$ cat src/design/efr_pkg.sv
// Shared constants and types for the embedded function register page.
// Assumes a single 40 MHz bus clock and word-aligned register slots.
package efr_pkg;

    // ------------------------------------------------------------------
    // Clock and processing rates
    // ------------------------------------------------------------------
    localparam int unsigned CLK_HZ = 40_000_000;
    // Processing rates in tenths of a hertz, as printed: 12.5, 26, 52, 104 Hz.
    localparam int unsigned RATE_12P5_DHZ = 125;
    localparam int unsigned RATE_26_DHZ = 260;
    localparam int unsigned RATE_52_DHZ = 520;
    localparam int unsigned RATE_104_DHZ = 1040;
    // Clock cycles per processing tick, rounded down.
    localparam int unsigned DIV_12P5 = (CLK_HZ * 10) / RATE_12P5_DHZ;
    localparam int unsigned DIV_26 = (CLK_HZ * 10) / RATE_26_DHZ;
    localparam int unsigned DIV_52 = (CLK_HZ * 10) / RATE_52_DHZ;
    localparam int unsigned DIV_104 = (CLK_HZ * 10) / RATE_104_DHZ;
    localparam int unsigned TICK_CW = 22;

    // ------------------------------------------------------------------
    // Register indices; the byte address is four times the index
    // ------------------------------------------------------------------
    localparam logic [7:0] IDX_SM14 = 8'h59;
    localparam logic [7:0] IDX_SM15 = 8'h5a;
    localparam logic [7:0] IDX_SM16 = 8'h5b;
    localparam logic [7:0] IDX_ENG_RATE = 8'h5f;
    localparam logic [7:0] IDX_LRN_RATE = 8'h60;
    localparam logic [7:0] IDX_CNT_LO = 8'h62;
    localparam logic [7:0] IDX_CNT_HI = 8'h63;
    localparam logic [7:0] IDX_PED_SRC = 8'h64;
    localparam logic [7:0] IDX_INIT = 8'h66;
    localparam logic [7:0] IDX_IRQ_STAT = 8'h68;
    localparam logic [7:0] IDX_IRQ_MASK = 8'h69;

    // ------------------------------------------------------------------
    // Field positions and reset values
    // ------------------------------------------------------------------
    localparam int ENG_RATE_LSB = 3;
    localparam int LRN_RATE_LSB = 4;
    localparam logic [7:0] ENG_FIXED_ONES = 8'h43;
    localparam logic [7:0] LRN_FIXED_ONES = 8'h05;
    localparam logic [1:0] RATE_RST = 2'h1;
    localparam int SRC_CLR_BIT = 7;
    localparam int SRC_DET_BIT = 5;
    localparam int SRC_WIN_BIT = 4;
    localparam int SRC_OVF_BIT = 3;
    localparam int SRC_CBIT_BIT = 2;
    localparam int INIT_MOT_BIT = 5;
    localparam int INIT_TILT_BIT = 4;
    localparam int INIT_PED_BIT = 3;
    localparam int IRQ_W = 5;
    localparam int IRQ_DET = 0;
    localparam int IRQ_OVF = 1;
    localparam int IRQ_SM0 = 2;
    localparam logic [IRQ_W-1:0] IRQ_MASK_RST = 5'h00;
    localparam int NUM_SM = 3;

    // Bus data phase tracking.
    typedef enum logic [2:0] {
        EFR_PH_IDLE = 3'b001,
        EFR_PH_WRITE = 3'b010,
        EFR_PH_READ = 3'b100
    } efr_phase_t;

endpackage

$ cat src/design/efr_ped_if.sv
// Carrier between the register page and the pedometer count keeper.
// Assumes both ends run on the bus clock.
`timescale 1ns/1ps
interface efr_ped_if;
    logic step_pulse;
    logic clear;
    logic [15:0] count;
    logic overflow;
    modport counter (input step_pulse, input clear, output count, output overflow);
    modport ctrl (output step_pulse, output clear, input count, input overflow);
endinterface

$ cat src/design/efr_regs.sv
// Embedded function register page behind an AHB-Lite slave port.
// Assumes event flags, step pulses and status levels arrive on hclk.
`timescale 1ns/1ps
module efr_regs
    import efr_pkg::*;
#(
    parameter int unsigned DIV_12P5_CYC = DIV_12P5,
    parameter int unsigned DIV_26_CYC = DIV_26,
    parameter int unsigned DIV_52_CYC = DIV_52,
    parameter int unsigned DIV_104_CYC = DIV_104
) (
    // Clock and reset.
    input wire logic hclk,
    input wire logic hresetn,
    // AHB-Lite slave.
    input wire logic hsel,
    input wire logic [31:0] haddr,
    input wire logic [1:0] htrans,
    input wire logic hwrite,
    input wire logic [2:0] hsize,
    input wire logic [31:0] hwdata,
    input wire logic hready,
    output logic [31:0] hrdata,
    output logic hreadyout,
    output logic hresp,
    // State machine engine event flags.
    input wire logic [7:0] sm_event_flags [NUM_SM],
    // Pedometer algorithm status.
    input wire logic step_pulse,
    input wire logic pedometer_window_flag,
    input wire logic pedometer_count_bit_flag,
    // Processing ticks and init requests.
    output logic engine_tick,
    output logic learning_tick,
    output logic motion_algo_init,
    output logic tilt_algo_init,
    output logic pedometer_algo_init,
    // Interrupt.
    output logic irq
);

    // ------------------------------------------------------------------
    // Bus front end
    // ------------------------------------------------------------------
    efr_phase_t phase_reg;
    logic [7:0] idx_reg;
    logic mapped_reg;
    logic take;
    logic [31:0] hrdata_reg;
    logic [7:0] rd_val;
    logic wr_en;
    logic rd_en;
    logic [7:0] wbyte;

    // Only full-word transfers are expected, so hsize is not decoded.
    assign take = hsel && htrans[1] && hready;
    assign wr_en = (phase_reg == EFR_PH_WRITE) && mapped_reg;
    assign rd_en = (phase_reg == EFR_PH_READ) && mapped_reg;
    assign wbyte = hwdata[7:0];

    // Track the data phase; reads add one wait state so written values show.
    always_ff @(posedge hclk or negedge hresetn) begin
        if (!hresetn) begin
            phase_reg <= EFR_PH_IDLE;
        end else begin
            case (phase_reg)
                EFR_PH_READ: phase_reg <= EFR_PH_IDLE;
                default: begin
                    if (take && hwrite) begin
                        phase_reg <= EFR_PH_WRITE;
                    end else if (take) begin
                        phase_reg <= EFR_PH_READ;
                    end else begin
                        phase_reg <= EFR_PH_IDLE;
                    end
                end
            endcase
        end
    end

    // Capture the register index of an accepted address phase.
    always_ff @(posedge hclk or negedge hresetn) begin
        if (!hresetn) begin
            idx_reg <= 8'h00;
            mapped_reg <= 1'b0;
        end else if (take) begin
            idx_reg <= haddr[9:2];
            mapped_reg <= (haddr[31:10] == 22'h000000) && (haddr[1:0] == 2'h0);
        end
    end

    assign hreadyout = (phase_reg != EFR_PH_READ);
    assign hresp = 1'b0;
    assign hrdata = hrdata_reg;

    // ------------------------------------------------------------------
    // Event flag registers
    // ------------------------------------------------------------------
    logic [7:0] sm_q_reg [NUM_SM];
    logic [NUM_SM-1:0] sm_any_reg;
    logic [NUM_SM-1:0] sm_rise;

    // Hold each engine's flags and note when its flags go from all clear to any set.
    for (genvar g = 0; g < NUM_SM; g++) begin : g_sm
        always_ff @(posedge hclk or negedge hresetn) begin
            if (!hresetn) begin
                sm_q_reg[g] <= 8'h00;
                sm_any_reg[g] <= 1'b0;
            end else begin
                sm_q_reg[g] <= sm_event_flags[g];
                sm_any_reg[g] <= |sm_q_reg[g];
            end
        end
        assign sm_rise[g] = (|sm_q_reg[g]) && !sm_any_reg[g];
    end

    // ------------------------------------------------------------------
    // Rate configuration
    // ------------------------------------------------------------------
    logic [1:0] eng_rate_reg;
    logic [1:0] lrn_rate_reg;

    // Only the two-bit fields are stored; fixed bits read back as documented.
    always_ff @(posedge hclk or negedge hresetn) begin
        if (!hresetn) begin
            eng_rate_reg <= RATE_RST;
            lrn_rate_reg <= RATE_RST;
        end else if (wr_en && idx_reg == IDX_ENG_RATE) begin
            eng_rate_reg <= wbyte[ENG_RATE_LSB +: 2];
        end else if (wr_en && idx_reg == IDX_LRN_RATE) begin
            lrn_rate_reg <= wbyte[LRN_RATE_LSB +: 2];
        end
    end

    // Processing tick for the state machine engine.
    efr_rate_tick #(
        .DIV_0(DIV_12P5_CYC),
        .DIV_1(DIV_26_CYC),
        .DIV_2(DIV_52_CYC),
        .DIV_3(DIV_104_CYC)
    ) u_engine_tick (
        .hclk(hclk),
        .hresetn(hresetn),
        .rate_sel(eng_rate_reg),
        .tick(engine_tick)
    );

    // Processing tick for the learning core.
    efr_rate_tick #(
        .DIV_0(DIV_12P5_CYC),
        .DIV_1(DIV_26_CYC),
        .DIV_2(DIV_52_CYC),
        .DIV_3(DIV_104_CYC)
    ) u_learning_tick (
        .hclk(hclk),
        .hresetn(hresetn),
        .rate_sel(lrn_rate_reg),
        .tick(learning_tick)
    );

    // ------------------------------------------------------------------
    // Pedometer source and count
    // ------------------------------------------------------------------
    efr_ped_if ped ();
    logic clr_req_reg;
    logic det_reg;
    logic win_reg;
    logic cbit_reg;
    logic ovf_q_reg;
    logic src_read;

    assign src_read = rd_en && idx_reg == IDX_PED_SRC;
    assign ped.step_pulse = step_pulse;
    assign ped.clear = clr_req_reg;

    efr_step_count u_step_count (
        .hclk(hclk),
        .hresetn(hresetn),
        .ped(ped)
    );

    // The clear request stays set until software writes it back to zero.
    always_ff @(posedge hclk or negedge hresetn) begin
        if (!hresetn) begin
            clr_req_reg <= 1'b0;
        end else if (wr_en && idx_reg == IDX_PED_SRC) begin
            clr_req_reg <= wbyte[SRC_CLR_BIT];
        end
    end

    // Detect flag is sticky until the source register is read; a step wins.
    always_ff @(posedge hclk or negedge hresetn) begin
        if (!hresetn) begin
            det_reg <= 1'b0;
        end else if (step_pulse) begin
            det_reg <= 1'b1;
        end else if (src_read) begin
            det_reg <= 1'b0;
        end
    end

    // Status levels from the pedometer algorithm, and the count keeper's overflow flag.
    always_ff @(posedge hclk or negedge hresetn) begin
        if (!hresetn) begin
            win_reg <= 1'b0;
            cbit_reg <= 1'b0;
            ovf_q_reg <= 1'b0;
        end else begin
            win_reg <= pedometer_window_flag;
            cbit_reg <= pedometer_count_bit_flag;
            ovf_q_reg <= ped.overflow;
        end
    end

    // ------------------------------------------------------------------
    // Algorithm init requests
    // ------------------------------------------------------------------
    logic [2:0] init_reg;

    always_ff @(posedge hclk or negedge hresetn) begin
        if (!hresetn) begin
            init_reg <= 3'h0;
        end else if (wr_en && idx_reg == IDX_INIT) begin
            init_reg <= wbyte[INIT_PED_BIT +: 3];
        end
    end

    assign pedometer_algo_init = init_reg[INIT_PED_BIT - INIT_PED_BIT];
    assign tilt_algo_init = init_reg[INIT_TILT_BIT - INIT_PED_BIT];
    assign motion_algo_init = init_reg[INIT_MOT_BIT - INIT_PED_BIT];

    // ------------------------------------------------------------------
    // Interrupt status and mask
    // ------------------------------------------------------------------
    logic [IRQ_W-1:0] irq_stat_reg;
    logic [IRQ_W-1:0] irq_mask_reg;
    logic [IRQ_W-1:0] irq_ev;

    assign irq_ev = {sm_rise, ped.overflow && !ovf_q_reg, step_pulse};

    // Read clears the status; an event in the same cycle survives.
    always_ff @(posedge hclk or negedge hresetn) begin
        if (!hresetn) begin
            irq_stat_reg <= '0;
        end else if (rd_en && idx_reg == IDX_IRQ_STAT) begin
            irq_stat_reg <= irq_ev;
        end else begin
            irq_stat_reg <= irq_stat_reg | irq_ev;
        end
    end

    always_ff @(posedge hclk or negedge hresetn) begin
        if (!hresetn) begin
            irq_mask_reg <= IRQ_MASK_RST;
        end else if (wr_en && idx_reg == IDX_IRQ_MASK) begin
            irq_mask_reg <= wbyte[IRQ_W-1:0];
        end
    end

    assign irq = |(irq_stat_reg & irq_mask_reg);

    // ------------------------------------------------------------------
    // Read data
    // ------------------------------------------------------------------
    // Unmapped or unknown indices read as zero.
    always_comb begin
        rd_val = 8'h00;
        if (!mapped_reg) begin
            rd_val = 8'h00;
        end else if (idx_reg == IDX_SM14) begin
            rd_val = sm_q_reg[0];
        end else if (idx_reg == IDX_SM15) begin
            rd_val = sm_q_reg[1];
        end else if (idx_reg == IDX_SM16) begin
            rd_val = sm_q_reg[2];
        end else if (idx_reg == IDX_ENG_RATE) begin
            rd_val = ENG_FIXED_ONES | {3'h0, eng_rate_reg, 3'h0};
        end else if (idx_reg == IDX_LRN_RATE) begin
            rd_val = LRN_FIXED_ONES | {2'h0, lrn_rate_reg, 4'h0};
        end else if (idx_reg == IDX_CNT_LO) begin
            rd_val = ped.count[7:0];
        end else if (idx_reg == IDX_CNT_HI) begin
            rd_val = ped.count[15:8];
        end else if (idx_reg == IDX_PED_SRC) begin
            rd_val[SRC_CLR_BIT] = clr_req_reg;
            rd_val[SRC_DET_BIT] = det_reg;
            rd_val[SRC_WIN_BIT] = win_reg;
            rd_val[SRC_OVF_BIT] = ped.overflow;
            rd_val[SRC_CBIT_BIT] = cbit_reg;
        end else if (idx_reg == IDX_INIT) begin
            rd_val = {2'h0, init_reg, 3'h0};
        end else if (idx_reg == IDX_IRQ_STAT) begin
            rd_val = {3'h0, irq_stat_reg};
        end else if (idx_reg == IDX_IRQ_MASK) begin
            rd_val = {3'h0, irq_mask_reg};
        end
    end

    // Load read data during the wait cycle of a read.
    always_ff @(posedge hclk or negedge hresetn) begin
        if (!hresetn) begin
            hrdata_reg <= 32'h00000000;
        end else if (phase_reg == EFR_PH_READ) begin
            hrdata_reg <= {24'h000000, rd_val};
        end
    end
endmodule // efr_regs

$ cat src/design/efr_step_count.sv
// Sixteen-bit pedometer count with overflow flag.
// Assumes step pulses and the clear level come from the bus clock domain.
`timescale 1ns/1ps
module efr_step_count
    import efr_pkg::*;
(
    // Clock and reset.
    input wire logic hclk,
    input wire logic hresetn,
    // Link to the register page.
    efr_ped_if.counter ped
);
    logic [15:0] count_reg;
    logic overflow_reg;

    // Count steps; the clear holds count and overflow at zero.
    always_ff @(posedge hclk or negedge hresetn) begin
        if (!hresetn) begin
            count_reg <= 16'h0000;
            overflow_reg <= 1'b0;
        end else if (ped.clear) begin
            count_reg <= 16'h0000;
            overflow_reg <= 1'b0;
        end else if (ped.step_pulse) begin
            count_reg <= count_reg + 16'h0001;
            if (count_reg == 16'hffff) begin
                overflow_reg <= 1'b1;
            end
        end
    end

    assign ped.count = count_reg;
    assign ped.overflow = overflow_reg;
endmodule // efr_step_count

$ cat src/design/efr_rate_tick.sv
// Processing tick generator for one selectable rate.
// Assumes the rate code is a register on the same clock.
`timescale 1ns/1ps
module efr_rate_tick
    import efr_pkg::*;
#(
    parameter int unsigned DIV_0 = DIV_12P5,
    parameter int unsigned DIV_1 = DIV_26,
    parameter int unsigned DIV_2 = DIV_52,
    parameter int unsigned DIV_3 = DIV_104
) (
    // Clock and reset.
    input wire logic hclk,
    input wire logic hresetn,
    // Rate code and tick out.
    input wire logic [1:0] rate_sel,
    output logic tick
);
    logic [TICK_CW-1:0] cnt_reg;
    logic [TICK_CW-1:0] lim;
    logic [1:0] rate_q_reg;
    logic tick_reg;

    // Period in cycles for the current code.
    always_comb begin
        case (rate_sel)
            2'h0: lim = TICK_CW'(DIV_0);
            2'h1: lim = TICK_CW'(DIV_1);
            2'h2: lim = TICK_CW'(DIV_2);
            default: lim = TICK_CW'(DIV_3);
        endcase
    end

    // Restart the period whenever the rate code changes.
    always_ff @(posedge hclk or negedge hresetn) begin
        if (!hresetn) begin
            cnt_reg <= '0;
            rate_q_reg <= RATE_RST;
            tick_reg <= 1'b0;
        end else if (rate_sel != rate_q_reg) begin
            cnt_reg <= '0;
            rate_q_reg <= rate_sel;
            tick_reg <= 1'b0;
        end else if (cnt_reg == lim - TICK_CW'(1)) begin
            cnt_reg <= '0;
            tick_reg <= 1'b1;
        end else begin
            cnt_reg <= cnt_reg + TICK_CW'(1);
            tick_reg <= 1'b0;
        end
    end

    assign tick = tick_reg;
endmodule // efr_rate_tick

$ cat config.mk
export PLATFORM = sky130hd
export DESIGN_NAME = efr_regs
export DESIGN_NICKNAME = d
export VERILOG_FILES = /design/src/design/efr_pkg.sv /design/src/design/efr_ped_if.sv /design/src/design/efr_regs.sv /design/src/design/efr_step_count.sv /design/src/design/efr_rate_tick.sv
export SDC_FILE = /design/constraint.sdc
export NUM_CORES = 1
export LEC_CHECK = 0
export ABC_AREA = 0
export BUFFER_PORTS_ARGS = -buffer_cell sky130_fd_sc_hd__buf_2
export CORE_MARGIN = 2
export CORE_UTILIZATION = 40
export CTS_CLUSTER_SIZE = 24
export DETAILED_ROUTE_END_ITERATION = 16
export GPL_ROUTABILITY_DRIVEN = 0
export GPL_TIMING_DRIVEN = 0
export HOLD_SLACK_MARGIN = 0.15
export PLACE_DENSITY = 0.6
export SLEW_MARGIN = 20
export SYNTH_ARGS = -nofsm -noshare
export SYNTH_HDL_FRONTEND = slang
export SYNTH_SLANG_ARGS = --single-unit
$ cat constraint.sdc
create_clock -name hclk -period 3.85 [get_ports hclk]
set_clock_uncertainty 0.2 [all_clocks]
set_input_delay 0.5775 -clock hclk [delete_from_list [all_inputs] [get_ports hclk]]
set_output_delay 0.5775 -clock hclk [all_outputs]
set_load 0.05 [all_outputs]
==> impl_metrics.ini <==
[worst_setup_path]
required_ns = 3.94
slowest_stage = or4b_2
r2r_end = u_engine_tick.cnt_reg[9]
r2r_cells = 9
r2r_start = eng_rate_reg[1]
cpPeakStageDelay_ns = 0.67
cp_max_fo = 10
path_cells = clkbuf_1 -> inv_1 -> ha_1 -> or4b_2 -> o22ai_1 -> nand3_1 -> o31ai_1 -> clkbuf_1 -> nor2_1
crit_top_cell = clkbuf_1
crit_arrival_ns = 3.69
timing.reg2reg.setup_slack_ns = 0.25
crit_path_end_kind = flip-flop
criticalPathCategory = flip-flop to flip-flop
startpoint_type = flip-flop

[status]
status = completed

[finish]
syn2layout_area_growth_pct = 24.4
fillCellCount = 1628
final_core_util_pct = 50.5
drive_gt1_share_pct = 21.6
largest_reg_flops = 24
layout.nets = 1005

[timing]
rsz0062_at_grt = no
finalHoldViolations = 0
setup_viol_count_final = 0
slew_headroom_pct = 37.4
period_share_pct = 93.5
tns_ns = 0
drv_slew = 0
finalWorstSetupSlack_ns = 0.249
layout_min_cycle_time_ns = 3.60
max_freq_ghz = 0.278
worst_pin_slew_ns = 0.937

[yosys]
syn_area_per_cell_um2 = 9.90
yosysTopAreaCellShare_pct = 45.2
synth.most_common_cell = dfrtp_1
synth_cells = 732
ys_seq_area_share_pct = 47.0
yosys_warnings = 0
netlist_area_um2 = 7250
yosys_most_used_dff = dfrtp_1
synth_edf_count = 0
synthArstFlopShare_pct = 100
synth_top_area_cell = dfrtp_1
synth_cell_type_count = 78
ys_seq_elements = 136
ys_top_cells_by_area = dfrtp_1 45%, xor2_1 4.7%, mux2_2 3.1%
synthTopCellsByCount = 131 x dfrtp_1, 57 x nand2_1, 56 x nor2_1

[route]
routed_via_density = 5.24
num_vias = 5931
wl_um = 18200
wire_per_inst_um = 16.0
drc = 0
ant_nets = 0
first_iter_violations = 406
dr.pass1.iters = 5

[worst_hold_path]
min_to = ovf_q_reg
worstHoldStart = u_step_count.ped.overflow
min_path_cells = 0
hp-class = flip-flop to flip-flop

[die]
fp.dieW_um = 139
num_rows = 49
start_util_pct = 40.6
ios = 141
die_h_um = 139
coreArea_um2 = 17800
dieArea_um2 = 19200

[global_route]
grt_pass1_wl_um = 29100
grt_use_total_pct = 19.1
grt_max_degree = 75
antenna_found_initial = 0
grt_remaining_overflow = 0
grt_pass1_vias = 5600

[power_and_ir_drop]
power.density_nw_per_um2 = 404
vdd_drop_max_mv = 0.293
leakage_uw = 0.00390

[clock_network]
cts_num_sinks = 136
clockRootBuffer = clkbuf_16
clock_path_buffers = 2
cts_tree = yes
clkLatencyLatePin_ns = 0.42
postCtsSetupBuffers = 0
cts.clk_slew.worst_paths_ns = 0.06
h-tree-depth = 4
cts_buffers = 17

[placed_design]
port_buffers = 85
hpwl_um = 13100
pre_cts_ws_ns = 0.213

[job]
drv_cap = 0
==> critical path, delay by kind of cell (launching register included) <==
kind	cells	cell delay, ns
flip-flops	1	0.38
adder cells (fa/ha/maj)	1	0.37
AO/OA/AOI/OAI	2	0.64
buffers and inverters	3	1.00
AND/OR/NAND/NOR	3	0.89
==> report_power, final <==
group          internal (uW)  switching [uW]
Sequential              1460            30.4
Clock                   1050             687
Combinational            148             262
==> placed cells by master, fill, tap and decap left out, types with 8 or more instances in the layout <==
cell type,n
clkbuf_1,24
nand4_1,15
conb_1,25
xnor2_1,25
nor3_1,37
nor4_1,15
ha_1,15
dlygate4sd3_1,29
o21ai_0,27
mux2i_1,8
buf_2,85
nand2_1,57
mux2_2,20
nand3_1,36
inv_1,19
clkbuf_16,17
dfrtp_1,131
o31ai_1,8
buf_4,26
xor2_1,39
a21oi_1,24
nor2_1,56
==> layout make-up <==
type	count	area [um^2]	area share, %
diodes	1	2.50	0.0278
repair buffers	114	743	8.25
clock inverters	15	205	2.28
flip-flops and latches	136	3410	37.8
well taps	229	287	3.18
plain buffers	60	355	3.94
multi-input cells	540	3510	39.0
clock buffers	17	425	4.72
inverters	20	75.1	0.833
==> cells by family (layout without fill, tap and decap cells) <==
kind of cell	after synthesis	count (layout)	share of synthesized area, %
AOI/OAI and AO/OA	117	117	11.1
xor gates and xnor gates	64	64	7.73
adders and majority gates	15	15	2.59
buffers and inverters	80	226	5.92
DFF	136	136	47.0
muxes	28	28	4.21
other	1	26	0.0517
and+or+nand+nor	291	291	21.4
==> through the flow <==
| step | power, uW | cells | area (um^2) | hold WS, ns |
|---|---|---|---|---|
| final | 3640 | 1132 | 9010 | 0.178 |
| after global routing | 3780 | 1131 | 9010 | 0.168 |
| after CTS | 3670 | 1131 | 9000 | 0.165 |
| after detailed placement | 1900 | 1071 | 8090 | 0.168 |
| after global placement | 1900 | 1070 | 8050 | 0.157 |
| after floorplan | 1760 | 756 | 7340 | 0.0819 |
==> worst max path at each step <==
stage	start	to	slack [ns]	cells past startpoint
after floorplan	eng_rate_reg[1]	u_engine_tick.cnt_reg[12]	0.86	9
after global placement	hresetn	hrdata[1]	0.06	1
final	eng_rate_reg[1]	u_engine_tick.cnt_reg[9]	0.25	9
after detailed placement	eng_rate_reg[1]	u_engine_tick.cnt_reg[12]	0.21	9
after global routing	eng_rate_reg[1]	u_engine_tick.cnt_reg[6]	0.02	9
after CTS	eng_rate_reg[1]	u_engine_tick.cnt_reg[12]	0.19	9
==> layer usage <==
layer	wire, um	GRT usage (%)	vias up
li1	-	-	2874
met3	787	3.90	31
met4	356	6.39	0
met5	0	0	-
met2	8900	31.1	170
met1	8120	25.5	2856
==> repair_timing <==
action,CTS,global route
endpoints found under the hold margin,89,0
endpoints found under the setup margin,0,8
gates resized for setup,0,2
hold buffers,28,0
(Power assumes the default switching activity.)
